<file path="src/iadc_pkg.sv">
// Constants, types and register map of the incremental converter sequencer
// What this block does
// RQ1 - Setting either start bit begins a new conversion
// RQ2 - A conversion is N elementary conversions then one final quantization step
// RQ3 - Each elementary conversion lasts exactly OSR+1 oversampling periods
// RQ4 - The final code is the mean of all elementary conversion results
// RQ5 - Offset polarity alternates on successive elementary conversions
// RQ6 - Extra cycles before and after the elementary conversions initialise and close it
// RQ7 - Bandgap state held high, held low, toggled per conversion or every second
// RQ8 - Oversampling clock divides the 4 MHz oscillator: 62.5, 125, 250, 500 kHz
// RQ9 - OSR is two to the power three plus the 3-bit field, 8 to 1024
// RQ10 - Elementary count is two to the power of the 2-bit field, 1 to 8
// RQ11 - Host should configure at least two elementary conversions
// RQ12 - Resolution equals twice log2 of OSR plus log2 of the count
// RQ13 - One bit selects first stage gain of one or ten
// RQ14 - Second stage has 2-bit gain and 4-bit offset selections
// RQ15 - Third stage has 7-bit gain and 7-bit offset selections
// RQ16 - A 4-bit enable word enables converter and each amplifier stage
// RQ17 - The result register is 16 bits; higher resolution is truncated
// RQ18 - Total time is N times OSR+1 plus one oversampling period
// RQ19 - At the end: store result, clear start bits, raise done
// RQ20 - A start during a conversion restarts it with current configuration
package iadc_pkg;
    // Word offsets on the bus (byte addresses)
    localparam logic [7:0] IADC_ADR_SETUP_A = 8'h00;
    localparam logic [7:0] IADC_ADR_ENABLE = 8'h04;
    localparam logic [7:0] IADC_ADR_CLK_STAGE2 = 8'h08;
    localparam logic [7:0] IADC_ADR_STAGE3_GAIN = 8'h0C;
    localparam logic [7:0] IADC_ADR_STAGE3_OFFSET = 8'h10;
    localparam logic [7:0] IADC_ADR_BANDGAP = 8'h14;
    localparam logic [7:0] IADC_ADR_RESULT = 8'h18;
    localparam logic [7:0] IADC_ADR_STATUS = 8'h1C;
    // Field positions
    localparam int IADC_START_BIT = 0;
    localparam int IADC_ALT_START_BIT = 1;
    localparam int IADC_OSR_LSB = 2;
    localparam int IADC_NELC_LSB = 5;
    localparam int IADC_RATE_LSB = 6;
    localparam int IADC_S2_GAIN_LSB = 4;
    localparam int IADC_S1_GAIN_BIT = 7;
    localparam int IADC_DONE_BIT = 0;
    localparam int IADC_BUSY_BIT = 1;
    localparam int IADC_RES_LSB = 8;
    // Reset values
    localparam logic [7:0] IADC_SETUP_A_RST = 8'h00;
    localparam logic [3:0] IADC_ENABLE_RST = 4'h0;
    localparam logic [7:0] IADC_CLK_STAGE2_RST = 8'h00;
    localparam logic [7:0] IADC_BYTE_RST = 8'h00;
    localparam logic [15:0] IADC_RESULT_RST = 16'h0000;
    // Oscillator edges per oversampling period at the slowest rate
    localparam logic [6:0] IADC_DIV_BASE = 7'h40;
    // OSR exponent offset
    localparam logic [4:0] IADC_OSR_EXP_BASE = 5'h03;
    localparam logic [4:0] IADC_RESULT_BITS = 5'h10;
    // Bandgap modes
    localparam logic [1:0] IADC_BG_LOW = 2'h0;
    localparam logic [1:0] IADC_BG_HIGH = 2'h1;
    localparam logic [1:0] IADC_BG_TOGGLE = 2'h2;
    localparam logic [1:0] IADC_BG_HALF = 2'h3;

    typedef enum logic [3:0] {
        IADC_IDLE = 4'b0001,
        IADC_INIT = 4'b0010,
        IADC_ELEM = 4'b0100,
        IADC_FINAL = 4'b1000
    } iadc_state_t;

    // Configuration latched at start
    typedef struct packed {
        logic [2:0] osr_sel;
        logic [1:0] nelc_sel;
        logic [1:0] bg_mode;
    } iadc_cfg_t;
endpackage : iadc_pkg

</file>
<file path="src/iadc_osc_div.sv">
// Divider from the oscillator to the oversampling tick
`timescale 1ns/1ns
`default_nettype none
module iadc_osc_div (
    // Clock and reset
    input wire logic clock,
    input wire logic resetn,
    // Oscillator and rate select
    input wire logic osc_in,
    input wire logic [1:0] clk_sel,
    // One-cycle tick per oversampling period
    output logic tick
);
    import iadc_pkg::*;
    logic osc_reg, osc_next;
    logic [6:0] cnt_reg, cnt_next;
    logic tick_reg, tick_next;
    logic [6:0] period;

    always_comb begin
        period = IADC_DIV_BASE >> clk_sel; // RQ8
        osc_next = osc_in;
        cnt_next = cnt_reg;
        tick_next = 1'b0;
        if (osc_in && !osc_reg) begin
            if (cnt_reg >= period - 7'h01) begin
                cnt_next = 7'h00;
                tick_next = 1'b1; // RQ8
            end else begin
                cnt_next = cnt_reg + 7'h01;
            end
        end
    end

    always_ff @(posedge clock or negedge resetn) begin
        if (!resetn) begin
            osc_reg <= 1'b0;
            cnt_reg <= 7'h00;
            tick_reg <= 1'b0;
        end else begin
            osc_reg <= osc_next;
            cnt_reg <= cnt_next;
            tick_reg <= tick_next;
        end
    end

    assign tick = tick_reg;

    property p_tick_on_wrap;
        @(posedge clock) disable iff (!resetn)
        (osc_in && !osc_reg && cnt_reg == period - 7'h01 && $stable(clk_sel))
            |=> tick && cnt_reg == 7'h00;
    endproperty
    a_tick_on_wrap: assert property (p_tick_on_wrap) else $error("tick missed"); // RQ8
endmodule : iadc_osc_div
`default_nettype wire

</file>
<file path="src/iadc_integrator.sv">
// Double integrator of the modulator bit stream
`timescale 1ns/1ns
`default_nettype none
module iadc_integrator #(
    parameter int ACC_W = 20
) (
    // Clock and reset
    input wire logic clock,
    input wire logic resetn,
    // Control
    input wire logic clear,
    input wire logic sample,
    input wire logic bit_in,
    // Second integrator value
    output logic [ACC_W-1:0] acc
);
    logic [ACC_W-1:0] acc1_reg, acc1_next, acc2_reg, acc2_next;

    always_comb begin
        acc1_next = acc1_reg;
        acc2_next = acc2_reg;
        if (clear) begin
            acc1_next = '0;
            acc2_next = '0;
        end else if (sample) begin
            acc1_next = acc1_reg + ACC_W'(bit_in);
            acc2_next = acc2_reg + acc1_next;
        end
    end

    always_ff @(posedge clock or negedge resetn) begin
        if (!resetn) begin
            acc1_reg <= '0;
            acc2_reg <= '0;
        end else begin
            acc1_reg <= acc1_next;
            acc2_reg <= acc2_next;
        end
    end

    assign acc = acc2_reg;

    property p_clear;
        @(posedge clock) disable iff (!resetn)
        clear |=> acc == '0;
    endproperty
    a_clear: assert property (p_clear) else $error("integrator not cleared"); // RQ3
endmodule : iadc_integrator
`default_nettype wire

</file>
<file path="src/iadc_sequencer.sv">
// Incremental converter sequencer with Wishbone registers and stage controls
`timescale 1ns/1ns
`default_nettype none
module iadc_sequencer #(
    parameter int ACC_W = 20,
    parameter int SUM_W = 23
) (
    // Clock and reset
    input wire logic clock,
    input wire logic resetn,
    // Wishbone slave
    input wire logic wb_cyc_i,
    input wire logic wb_stb_i,
    input wire logic wb_we_i,
    input wire logic [7:0] wb_adr_i,
    input wire logic [3:0] wb_sel_i,
    input wire logic [31:0] wb_dat_i,
    output logic [31:0] wb_dat_o,
    output logic wb_ack_o,
    // Oscillator and modulator
    input wire logic osc_in,
    input wire logic modulator_bit,
    // Analog controls
    output logic chop_polarity,
    output logic bandgap_state,
    output logic integrate_active,
    output logic [3:0] stage_enable,
    output logic stage1_gain_select,
    output logic [1:0] stage2_gain_select,
    output logic [3:0] stage2_offset_select,
    output logic [6:0] stage3_gain_select,
    output logic [6:0] stage3_offset_select
);
    import iadc_pkg::*;

    function automatic logic [4:0] iadc_res_bits(input logic [2:0] osr, input logic [1:0] nelc);
        iadc_res_bits = 5'((IADC_OSR_EXP_BASE + 5'(osr)) << 1) + 5'(nelc); // RQ12
    endfunction : iadc_res_bits

    // The sum carries log2(N) fraction bits of the mean, so aligning it is the mean
    function automatic logic [15:0] iadc_align(input logic [SUM_W-1:0] s, input logic [4:0] n);
        logic [SUM_W+15:0] w;
        w = {16'h0000, s} << 16;
        w = w >> n;
        if (w[SUM_W+15:16] != '0) begin
            iadc_align = 16'hFFFF; // RQ17
        end else begin
            iadc_align = w[15:0];
        end
    endfunction : iadc_align

    // Bus and register state
    logic ack_reg, ack_next;
    logic [31:0] rdat_reg, rdat_next;
    logic [7:0] setup_a_reg, setup_a_next;
    logic [3:0] enable_reg, enable_next;
    logic [7:0] clk_s2_reg, clk_s2_next;
    logic [7:0] s3_gain_reg, s3_gain_next;
    logic [6:0] s3_off_reg, s3_off_next;
    logic [1:0] bg_reg, bg_next;
    logic [15:0] result_reg, result_next;
    logic done_reg, done_next;
    // Sequencer state
    iadc_state_t state_reg, state_next;
    iadc_cfg_t cfg_reg, cfg_next;
    logic [10:0] tick_cnt_reg, tick_cnt_next;
    logic [2:0] elem_cnt_reg, elem_cnt_next;
    logic [SUM_W-1:0] sum_reg, sum_next;
    logic harvest_reg, harvest_next;
    logic chop_reg, chop_next;
    logic bgs_reg, bgs_next;
    logic integ_reg, integ_next;

    logic tick;
    logic [ACC_W-1:0] acc;
    logic bus_req, wr_en, start_wr, elem_end;
    logic [10:0] osr_val;
    logic [2:0] last_elem;

    iadc_osc_div u_div (
        .clock(clock),
        .resetn(resetn),
        .osc_in(osc_in),
        .clk_sel(clk_s2_reg[IADC_RATE_LSB +: 2]),
        .tick(tick)
    );

    // Negative-polarity conversions see an inverted stream from the swapped front end
    iadc_integrator #(.ACC_W(ACC_W)) u_int (
        .clock(clock),
        .resetn(resetn),
        .clear(harvest_reg || state_reg == IADC_INIT),
        .sample(state_reg == IADC_ELEM && tick),
        .bit_in(modulator_bit ^ chop_reg), // RQ5
        .acc(acc)
    );

    always_comb begin
        bus_req = wb_cyc_i && wb_stb_i && !ack_reg;
        wr_en = bus_req && wb_we_i && wb_sel_i[0];
        start_wr = wr_en && wb_adr_i == IADC_ADR_SETUP_A
            && (wb_dat_i[IADC_START_BIT] || wb_dat_i[IADC_ALT_START_BIT]); // RQ1
        osr_val = 11'(11'h001 << (IADC_OSR_EXP_BASE + 5'(cfg_reg.osr_sel))); // RQ9
        last_elem = 3'(4'h1 << cfg_reg.nelc_sel) - 3'h1; // RQ10
        elem_end = state_reg == IADC_ELEM && tick && tick_cnt_reg == osr_val; // RQ3
    end

    // Register file and bus answer
    always_comb begin
        ack_next = bus_req;
        rdat_next = 32'h0000_0000;
        setup_a_next = setup_a_reg;
        enable_next = enable_reg;
        clk_s2_next = clk_s2_reg;
        s3_gain_next = s3_gain_reg;
        s3_off_next = s3_off_reg;
        bg_next = bg_reg;
        done_next = done_reg;
        if (state_reg == IADC_FINAL && tick) begin
            setup_a_next[IADC_ALT_START_BIT:IADC_START_BIT] = 2'h0; // RQ19
            done_next = 1'b1; // RQ19
        end
        if (bus_req && !wb_we_i) begin
            case (wb_adr_i)
                IADC_ADR_SETUP_A: rdat_next[7:0] = setup_a_reg;
                IADC_ADR_ENABLE: rdat_next[3:0] = enable_reg;
                IADC_ADR_CLK_STAGE2: rdat_next[7:0] = clk_s2_reg;
                IADC_ADR_STAGE3_GAIN: rdat_next[7:0] = s3_gain_reg;
                IADC_ADR_STAGE3_OFFSET: rdat_next[6:0] = s3_off_reg;
                IADC_ADR_BANDGAP: rdat_next[1:0] = bg_reg;
                IADC_ADR_RESULT: rdat_next[15:0] = result_reg; // RQ17
                IADC_ADR_STATUS: begin
                    rdat_next[IADC_DONE_BIT] = done_reg;
                    rdat_next[IADC_BUSY_BIT] = state_reg != IADC_IDLE;
                    rdat_next[IADC_RES_LSB +: 5] = iadc_res_bits(
                        setup_a_reg[IADC_OSR_LSB +: 3], setup_a_reg[IADC_NELC_LSB +: 2]); // RQ12
                end
                default: rdat_next = 32'h0000_0000;
            endcase
        end
        if (wr_en) begin
            case (wb_adr_i)
                IADC_ADR_SETUP_A: setup_a_next = wb_dat_i[7:0]; // RQ1
                IADC_ADR_ENABLE: enable_next = wb_dat_i[3:0]; // RQ16
                IADC_ADR_CLK_STAGE2: clk_s2_next = wb_dat_i[7:0]; // RQ14
                IADC_ADR_STAGE3_GAIN: s3_gain_next = wb_dat_i[7:0]; // RQ13
                IADC_ADR_STAGE3_OFFSET: s3_off_next = wb_dat_i[6:0]; // RQ15
                IADC_ADR_BANDGAP: bg_next = wb_dat_i[1:0]; // RQ7
                // Completion in the same cycle keeps done set
                IADC_ADR_STATUS: begin
                    if (wb_dat_i[IADC_DONE_BIT] && !(state_reg == IADC_FINAL && tick)) begin
                        done_next = 1'b0;
                    end
                end
                default: done_next = done_next;
            endcase
        end
        if (start_wr) begin
            done_next = 1'b0;
        end
    end

    always_ff @(posedge clock or negedge resetn) begin
        if (!resetn) begin
            ack_reg <= 1'b0;
            rdat_reg <= 32'h0000_0000;
            setup_a_reg <= IADC_SETUP_A_RST;
            enable_reg <= IADC_ENABLE_RST;
            clk_s2_reg <= IADC_CLK_STAGE2_RST;
            s3_gain_reg <= IADC_BYTE_RST;
            s3_off_reg <= 7'h00;
            bg_reg <= IADC_BG_LOW;
            done_reg <= 1'b0;
        end else begin
            ack_reg <= ack_next;
            rdat_reg <= rdat_next;
            setup_a_reg <= setup_a_next;
            enable_reg <= enable_next;
            clk_s2_reg <= clk_s2_next;
            s3_gain_reg <= s3_gain_next;
            s3_off_reg <= s3_off_next;
            bg_reg <= bg_next;
            done_reg <= done_next;
        end
    end

    // Conversion sequence
    always_comb begin
        state_next = state_reg;
        cfg_next = cfg_reg;
        tick_cnt_next = tick_cnt_reg;
        elem_cnt_next = elem_cnt_reg;
        sum_next = sum_reg;
        harvest_next = 1'b0;
        chop_next = chop_reg;
        bgs_next = bgs_reg;
        integ_next = 1'b0;
        result_next = result_reg;
        if (harvest_reg) begin
            sum_next = sum_reg + SUM_W'(acc); // RQ4
        end
        case (state_reg)
            IADC_IDLE: begin
                chop_next = 1'b0;
            end
            IADC_INIT: begin
                // One tick of settling aligns the first conversion to the period
                if (tick) begin
                    state_next = IADC_ELEM; // RQ6
                    tick_cnt_next = 11'h000;
                    elem_cnt_next = 3'h0;
                    sum_next = '0;
                    chop_next = 1'b0;
                    bgs_next = cfg_reg.bg_mode == IADC_BG_HIGH; // RQ7
                end
            end
            IADC_ELEM: begin
                integ_next = 1'b1;
                if (elem_end) begin
                    harvest_next = 1'b1;
                    tick_cnt_next = 11'h000;
                    chop_next = !chop_reg; // RQ5
                    if (cfg_reg.bg_mode == IADC_BG_TOGGLE
                        || (cfg_reg.bg_mode == IADC_BG_HALF && elem_cnt_reg[0])) begin
                        bgs_next = !bgs_reg; // RQ7
                    end
                    if (elem_cnt_reg == last_elem) begin
                        state_next = IADC_FINAL; // RQ2
                        integ_next = 1'b0;
                    end else begin
                        elem_cnt_next = elem_cnt_reg + 3'h1; // RQ2
                    end
                end else if (tick) begin
                    tick_cnt_next = tick_cnt_reg + 11'h001; // RQ3
                end
            end
            IADC_FINAL: begin
                // One closing period for the final quantization
                if (tick) begin
                    state_next = IADC_IDLE; // RQ18
                    result_next = iadc_align(sum_reg,
                        iadc_res_bits(cfg_reg.osr_sel, cfg_reg.nelc_sel)); // RQ4
                end
            end
            default: state_next = IADC_IDLE;
        endcase
        if (start_wr) begin
            state_next = IADC_INIT; // RQ20
            integ_next = 1'b0;
            cfg_next.osr_sel = wb_dat_i[IADC_OSR_LSB +: 3]; // RQ9
            cfg_next.nelc_sel = wb_dat_i[IADC_NELC_LSB +: 2]; // RQ10
            cfg_next.bg_mode = bg_reg;
            bgs_next = bg_reg == IADC_BG_HIGH;
        end
    end

    always_ff @(posedge clock or negedge resetn) begin
        if (!resetn) begin
            state_reg <= IADC_IDLE;
            cfg_reg <= '0;
            tick_cnt_reg <= 11'h000;
            elem_cnt_reg <= 3'h0;
            sum_reg <= '0;
            harvest_reg <= 1'b0;
            chop_reg <= 1'b0;
            bgs_reg <= 1'b0;
            integ_reg <= 1'b0;
            result_reg <= IADC_RESULT_RST;
        end else begin
            state_reg <= state_next;
            cfg_reg <= cfg_next;
            tick_cnt_reg <= tick_cnt_next;
            elem_cnt_reg <= elem_cnt_next;
            sum_reg <= sum_next;
            harvest_reg <= harvest_next;
            chop_reg <= chop_next;
            bgs_reg <= bgs_next;
            integ_reg <= integ_next;
            result_reg <= result_next;
        end
    end

    assign wb_dat_o = rdat_reg;
    assign wb_ack_o = ack_reg;
    assign chop_polarity = chop_reg;
    assign bandgap_state = bgs_reg;
    assign integrate_active = integ_reg;
    assign stage_enable = enable_reg; // RQ16
    assign stage1_gain_select = s3_gain_reg[IADC_S1_GAIN_BIT]; // RQ13
    assign stage2_gain_select = clk_s2_reg[IADC_S2_GAIN_LSB +: 2]; // RQ14
    assign stage2_offset_select = clk_s2_reg[3:0]; // RQ14
    assign stage3_gain_select = s3_gain_reg[6:0]; // RQ15
    assign stage3_offset_select = s3_off_reg; // RQ15

    // Ticks counted from the first conversion period to completion
    logic [13:0] conv_ticks;
    always_ff @(posedge clock or negedge resetn) begin
        if (!resetn) begin
            conv_ticks <= 14'h0000;
        end else if (state_reg == IADC_INIT) begin
            conv_ticks <= 14'h0000;
        end else if (tick && state_reg != IADC_IDLE) begin
            conv_ticks <= conv_ticks + 14'h0001;
        end
    end

    property p_start;
        @(posedge clock) disable iff (!resetn)
        start_wr |=> state_reg == IADC_INIT;
    endproperty
    a_start: assert property (p_start) else $error("start ignored"); // RQ1

    property p_restart;
        @(posedge clock) disable iff (!resetn)
        (start_wr && state_reg == IADC_ELEM) |=> state_reg == IADC_INIT ##1 elem_cnt_reg == 3'h0 || state_reg == IADC_INIT;
    endproperty
    a_restart: assert property (p_restart) else $error("restart failed"); // RQ20

    property p_elem_len;
        @(posedge clock) disable iff (!resetn)
        (state_reg == IADC_ELEM && tick && !start_wr) |-> tick_cnt_reg <= osr_val;
    endproperty
    a_elem_len: assert property (p_elem_len) else $error("elementary length wrong"); // RQ3

    property p_elem_count;
        @(posedge clock) disable iff (!resetn)
        (state_reg == IADC_ELEM && !start_wr ##1 state_reg == IADC_FINAL)
            |-> $past(elem_cnt_reg) == last_elem;
    endproperty
    a_elem_count: assert property (p_elem_count) else $error("wrong count"); // RQ2

    property p_chop;
        @(posedge clock) disable iff (!resetn)
        (elem_end && !start_wr) |=> chop_reg != $past(chop_reg);
    endproperty
    a_chop: assert property (p_chop) else $error("polarity not reversed"); // RQ5

    property p_bg_fixed;
        @(posedge clock) disable iff (!resetn)
        (state_reg == IADC_ELEM && cfg_reg.bg_mode == IADC_BG_HIGH) |-> bgs_reg;
    endproperty
    a_bg_fixed: assert property (p_bg_fixed) else $error("bandgap not held"); // RQ7

    property p_done;
        @(posedge clock) disable iff (!resetn)
        (state_reg == IADC_FINAL && tick && !start_wr)
            |=> done_reg && state_reg == IADC_IDLE && setup_a_reg[1:0] == 2'h0;
    endproperty
    a_done: assert property (p_done) else $error("completion incomplete"); // RQ19

    property p_total;
        @(posedge clock) disable iff (!resetn)
        (state_reg == IADC_FINAL && tick && !start_wr)
            |-> conv_ticks == 14'((4'h1 << cfg_reg.nelc_sel) * (osr_val + 11'h001));
    endproperty
    a_total: assert property (p_total) else $error("conversion time wrong"); // RQ18
endmodule : iadc_sequencer
`default_nettype wire

</file>
<file path="config.mk">
export PLATFORM = sky130hd
export DESIGN_NAME = iadc_sequencer
export DESIGN_NICKNAME = d
export VERILOG_FILES = /design/src/iadc_pkg.sv /design/src/iadc_osc_div.sv /design/src/iadc_integrator.sv /design/src/iadc_sequencer.sv
export SDC_FILE = /design/constraint.sdc
export NUM_CORES = 1
export LEC_CHECK = 0
export BUFFER_PORTS_ARGS = -buffer_cell sky130_fd_sc_hd__buf_2
export CORE_ASPECT_RATIO = 1.5
export CORE_MARGIN = 10
export CORE_UTILIZATION = 60
export CTS_CLUSTER_DIAMETER = 150
export DETAILED_ROUTE_END_ITERATION = 7
export PLACE_DENSITY = 0.93
export RECOVER_POWER = 25
export SYNTH_ARGS = -nofsm -noshare
export SYNTH_HDL_FRONTEND = slang
export SYNTH_SLANG_ARGS = --single-unit
</file>
<file path="constraint.sdc">
create_clock -name clock -period 4.86 [get_ports clock]
set_clock_uncertainty 0.15 [all_clocks]
set_input_delay 1.458 -clock clock [delete_from_list [all_inputs] [get_ports clock]]
set_output_delay 1.458 -clock clock [all_outputs]
set_load 0.05 [all_outputs]
</file>
## Word level (Yosys, flattened, before mapping)

Cells that the tools add are included.

- Input port bits: 51
- Word-level logic and storage cells: 167
- Register bits after elaboration: 188
- Output and inout bits: 61

- Add/subtract/negate cells: 12
- $lt $le $gt $ge: 1
- Equality and inequality tests: 28
- Shift-type cells: 4
- Reduce and logical (&&, ||, !) cells: 40
- Bitwise gates (word level): 1
- Muxes and demuxes: 54

Operators by type and width:

| operator | count |
|---|---|
| 20-bit 2-to-1 mux | 4 |
| 23-bit 2-to-1 mux | 3 |
| 39-bit by 5-bit >> shifter with 39-bit output | 1 |
| 11-bit 2-to-1 mux | 3 |
| 8-bit by 5-bit == test with 1-bit output, second input constant | 4 |
| 16-bit 2-to-1 mux | 2 |
| 23-bit by 20-bit adder with 23-bit output | 1 |
| 23-bit nonzero test | 1 |
| 11-bit case mux with 2 select lines | 1 |
| 20-bit by 1-bit adder with 20-bit output | 1 |
| 20-bit adder | 1 |
| 4-bit 2-to-1 mux | 5 |
| 1-bit 2-to-1 mux | 19 |
| 8-bit by 4-bit == test with 1-bit output, second input constant | 2 |
| 2-bit case mux with 8 select lines | 1 |
| 4-bit case mux with 4 select lines | 1 |
| 3-bit by 2-bit inequality test with 1-bit output, second input constant | 5 |
| 3-bit case mux with 5 select lines | 1 |
| 2-bit AND reduction | 7 |
| 1-bit logical AND | 13 |
| 3-bit 2-to-1 mux | 4 |
| 2-bit case mux with 6 select lines | 1 |
| 11-bit by 1-bit adder with 11-bit output, second input constant | 1 |
| 11-bit == test | 1 |
| 38 further kinds | 57 |

## Longest topological paths before layout

- Depth after elaboration: 8
- Mapped depth: 18
- Depth with buffers taken out: 18

## Modules after synthesis

Synthesis repeated with hierarchy kept, for this count alone.

- Cell total of the unflattened synthesis: 1,302
- Area total of the unflattened synthesis: 12,065.3 µm²

Modules (own cells, without submodules):

| module | area each (µm²) | instances | sequential area each (µm²) | cells an instance |
|---|---|---|---|---|
| iadc_sequencer | 8,481.9 | 1 | 3,079.2 | 895 |
| iadc_integrator | 3,034.2 | 1 | 1,001.0 | 348 |
| iadc_osc_div | 549.3 | 1 | 225.2 | 59 |

## Worst setup path after synthesis

OpenSTA, ideal clock, no wires.

- Kind: input port to flip-flop
- From: input port modulator_bit
- To: register u_int.acc2_reg[19], in the netlist u_int.acc[19]
- Setup time: 0.124 ns
- Cell stages on the path: 18
- Data required time: 4.586 ns
- Path slack: -0.592 ns
- Buffers on the path: 0
- Arrival: 5.178 ns
- Cells stage by stage: xor2_1 -> ha_1 -> ha_1 -> nand3_1 -> nor3_1 -> nand4_1 -> nor2_1 -> nand3_1 -> xnor2_1 -> ha_1 -> a21o_1 -> a21oi_1 -> nor2b_1 -> nor2_1 -> and4b_1 -> a2111oi_0 -> a211oi_1 -> a211o_1

- Cells in the longest elaborated chain, start to end: 5

RTL lines:

| what | RTL line | source |
|---|---|---|
| start: declaration | iadc_sequencer.sv:22 | `input wire logic modulator_bit,` |
| 1-bit bitwise XOR | iadc_sequencer.sv:94 | `.bit_in(modulator_bit ^ chop_reg),` |
| 20-bit by 1-bit adder with 20-bit output | iadc_integrator.sv:26 | `acc1_next = acc1_reg + ACC_W'(bit_in);` |
| 20-bit adder | iadc_integrator.sv:27 | `acc2_next = acc2_reg + acc1_next;` |
| 20-bit 2-to-1 mux | iadc_integrator.sv:25 | `end else if (sample) begin` |
| 20-bit 2-to-1 mux | iadc_integrator.sv:22 | `if (clear) begin` |
| end signal: assignment | iadc_integrator.sv:37 | `acc2_reg <= acc2_next;` |
| end: declaration | iadc_integrator.sv:17 | `logic [ACC_W-1:0] acc1_reg, acc1_next, acc2_reg, acc2_next;` |

No other way between the ends. The select of a mux whose other input is x is not followed.
A chain may end at the register's enable or synchronous reset.

## Final worst setup path

Same ends and word-level chain as after synthesis.

==> results.yml <==
synthesis:
  yosysSeqAreaShare_pct: 36.1
  synth_area_leaders: "dfrtp_1, ha_1, a21oi_1"
  synthDistinctLibCells: 73
  synth_top_area_share_pct: 35.9
  yosys_warnings: 0
  synth_edf_count: 0
  syn_inst: 1311
  synth-seq-cells: 172
  synthesis.area_um2: 11900
  async_reset_ff_share_pct: 100
  yosysTopAreaCell: "dfrtp_1"
  avgSynthCellArea_um2: 9.08
  synth_top_flop_cell: "dfrtp_1"
setup_path:
  critPathMaxStageDelay_ns: 0.34
  cp_max_fo: 5
  timing.reg2reg.setup_slack_ns: 0.68
  path_delay_family: "simple AND/OR/NAND/NOR gates"
  end_kind: "flip-flop"
  path_buf_inv: 2
  crit_cells: 18
  cp_cell_sequence: "buf_2 -> xor2_2 -> ha_2 -> ha_4 -> nand3_4 -> nor3_4 -> nand4_1 -> buf_4 -> xnor2_1 -> ha_1 -> nand2_1 -> o21ai_0 -> or3_1 -> a31oi_1 -> nor2_1 -> a21oi_2 -> or2_2 -> a211o_1"
  critPathRequiredTime_ns: 5.04
  critical_path_arrival_ns: 4.86
  critPathLaunchType: "input pin"
  ff2ff_path_depth: 9
  worst-setup-path-type: "input pin to flip-flop"
  slowest_stage: "ha_1"
clock_tree:
  cts_tree: "built"
  post-cts-setup-buffers: 0
  clockBufferDepth: 2
  cts_made_buffers: 17
  clock_sinks: 172
  cts_root_buf: "clkbuf_16"
  insertion_delay_ns: 0.44
  clk_pin_slew_ns: 0.07
  cts_htree_levels: 4
route:
  routed_wl_um: 30900
  drt-pass1-iter-count: 5
  avgViaCountPerCell: 6.28
  drc: 0
  vias: 10400
  routedWlPerCell_um: 18.6
  ant_nets: 0
  drt-initial-drc-count: 714
placement:
  gp_congestion: 0.974
  place_inst: 1625
  io_buffers: 68
  place_hpwl_um: 22400
timing:
  relSlewSlack_pct: -76.8
  finalHoldViolCount: 0
  drv_slew: 108
  max_slew.worst_pin.slew_ns: 2.65
  finalSetupViolations: 0
  period_share_pct: 96.3
  fin_crit_ns: 4.68
  fin_setup_tns_ns: 0
  rsz0062_at_grt: "false"
  max_freq_ghz: 0.214
  holdWs_ns: 0.349
hold_path:
  hold_depth: 1
  hp-class: "flip-flop to flip-flop"
global_route:
  grt_pass1_wl_um: 50300
  gr-usage-all-layers_pct: 23.5
  grtUsageMet2_pct: 42.8
  grt_use_met1_pct: 24.0
  grt_most_used_layer: "met2"
  grt_pass1_vias: 10300
  grt_max_degree: 108
  overflow: 0
  antenna_found_initial: 0
  grt_use_met3_pct: 4.46
cells_and_area:
  n_fill_cell: 1382
  drive_gt1_share_pct: 19.2
  largest_reg_flops: 23
  antenna_cells: 0
  final_nets: 1494
  finalNonFillerCells: 1655
  syn_to_final_growth_pct: 11.9
pwr:
  ir_drop_mv: 0.252
  power.total_mw: 3.04
  leakage_nw: 6.30
  power_density_nw_per_um2: 228
floorplanning:
  placementRows: 63
  die-area_um2: 26000
  ios: 112
  core_area_um2: 19600
  die_y_um: 193
  start_util_pct: 60.7
  fp.dieW_um: 135
status:
  status: "finished, violations left"
  violations: "max-capacitance violations, max-slew violations"
flow_run:
  maxCapViolations: 1
-- synthesized netlist by cell type, drive strengths merged (4+ instances only) --
library cell and instances:
a22oi 14, nand3b 16, o21bai 5, xor2 33, nor3 24, nor3b 5
ha 57, nor2b 17, or3b 8, inv 26, dfrtp 171, o21a 9
o211ai 4, o22ai 19, clkbuf 53, a21oi 102, nor4b 4, a21o 15
o21ai 88, mux4 19, and2 11, xnor2 37, a31oi 8, nand2b 14
nand4 19, a211oi 14, mux2 43, a211o 7, o31ai 5, or3 11
nor2 117, nor4 8, or2 12, mux2i 50, buf 38, nand3 29
nand2 133, a31o 5, and3 19
-- per-layer routing --
layer  vias up  part of all wire, %  wire (um)
li1       4854                    -          -
met1      5067                   36      11100
met2       360                   53      16300
met3       120                  5.5       1690
met4         0                  5.6       1740
met5         -                    0          0
-- metrics by stage --
step                cell area [um^2]  util [%]  setup WS (ns)
floorplan                      12000         -        0.00889
global placement               12700      64.9         -0.253
detailed placement             12700      64.9         -0.348
CTS                            13300      67.8         0.0859
global route                   13300      67.9         0.0194
finish                         13300      67.9          0.182
-- power breakdown --
| part | switching, mW | internal [mW] |
|---|---|---|
| Clock | 0.594 | 0.774 |
| Combinational | 0.131 | 0.0555 |
| Sequential | 0.0294 | 1.45 |
| Total | 0.755 | 2.28 |
-- cell usage in the layout (no fill, tap or decap), types with 15 or more instances in the layout --
cell type / count
dfrtp_1: 171
nand2_1: 133
nor2_1: 115
a21oi_1: 99
o21ai_0: 87
buf_2: 67
buf_4: 62
ha_1: 55
mux2i_1: 50
mux2_2: 43
xnor2_1: 36
xor2_1: 31
nand3_1: 27
inv_1: 26
nor3_1: 22
and3_1: 19
nand4_1: 19
mux4_2: 19
o22ai_1: 19
nor2b_1: 17
clkbuf_16: 17
nand3b_1: 16
conb_1: 16
a21o_1: 15
-- path summary, 6_finish.rpt --
check / start / to
max: modulator_bit / u_int.acc[19]$_DFFE_PN0P_
min: wb_ack_o$_DFF_PN0_ / wb_ack_o$_DFF_PN0_
max reg2reg: cfg_reg[4]$_DFFE_PN0P_ / result_reg[12]$_DFFE_PN0P_
min reg2reg: wb_ack_o$_DFF_PN0_ / wb_ack_o$_DFF_PN0_
max in group asynchronous: resetn / result_reg[15]$_DFFE_PN0P_
min in group asynchronous: resetn / u_div.cnt_reg[4]$_DFFE_PN0P_
-- cell families (layout without fill, tap and decap cells) --
group                      count (synthesis)  in the layout  synth area share (%)
and+or+nand+nor                          457            457                  19.2
AOI/OAI and AO/OA                        323            323                  16.6
DFF                                      172            172                  36.1
buffers and inverters                    117            186                  4.62
muxes                                    112            112                  11.9
xor gates and xnor gates                  70             70                  5.21
adders and majority gates                 59             59                  6.32
other                                      1             16                0.0315
-- layout make-up --
type                    count  area (um^2)  share of cell area (%)
multi-input cells        1037         7220                    54.1
flip-flops and latches    172         4310                    32.3
well taps                 260          325                    2.44
clock inverters            11          136                    1.02
repair buffers            130          806                    6.05
clock buffers              19          443                    3.32
inverters                  26         97.6                   0.732
-- worst reg2reg max path, delay by kind of cell (launching register included) --
kind / cells / cell delay, ns
AO/OA/AOI/OAI: 2 / 0.31
adder cells (fa/ha/maj): 1 / 0.86
flip-flops: 1 / 0.43
buffers and inverters: 2 / 0.38
multiplexers: 2 / 0.96
AND/OR/NAND/NOR: 2 / 0.97
-- timing repair --
item,in CTS,in global routing
gates resized for setup,0,5
endpoints found under the setup margin,0,1
hold buffers,0,0
endpoints found under the hold margin,0,0
No activity file was read; power rests on OpenSTA's default activity.
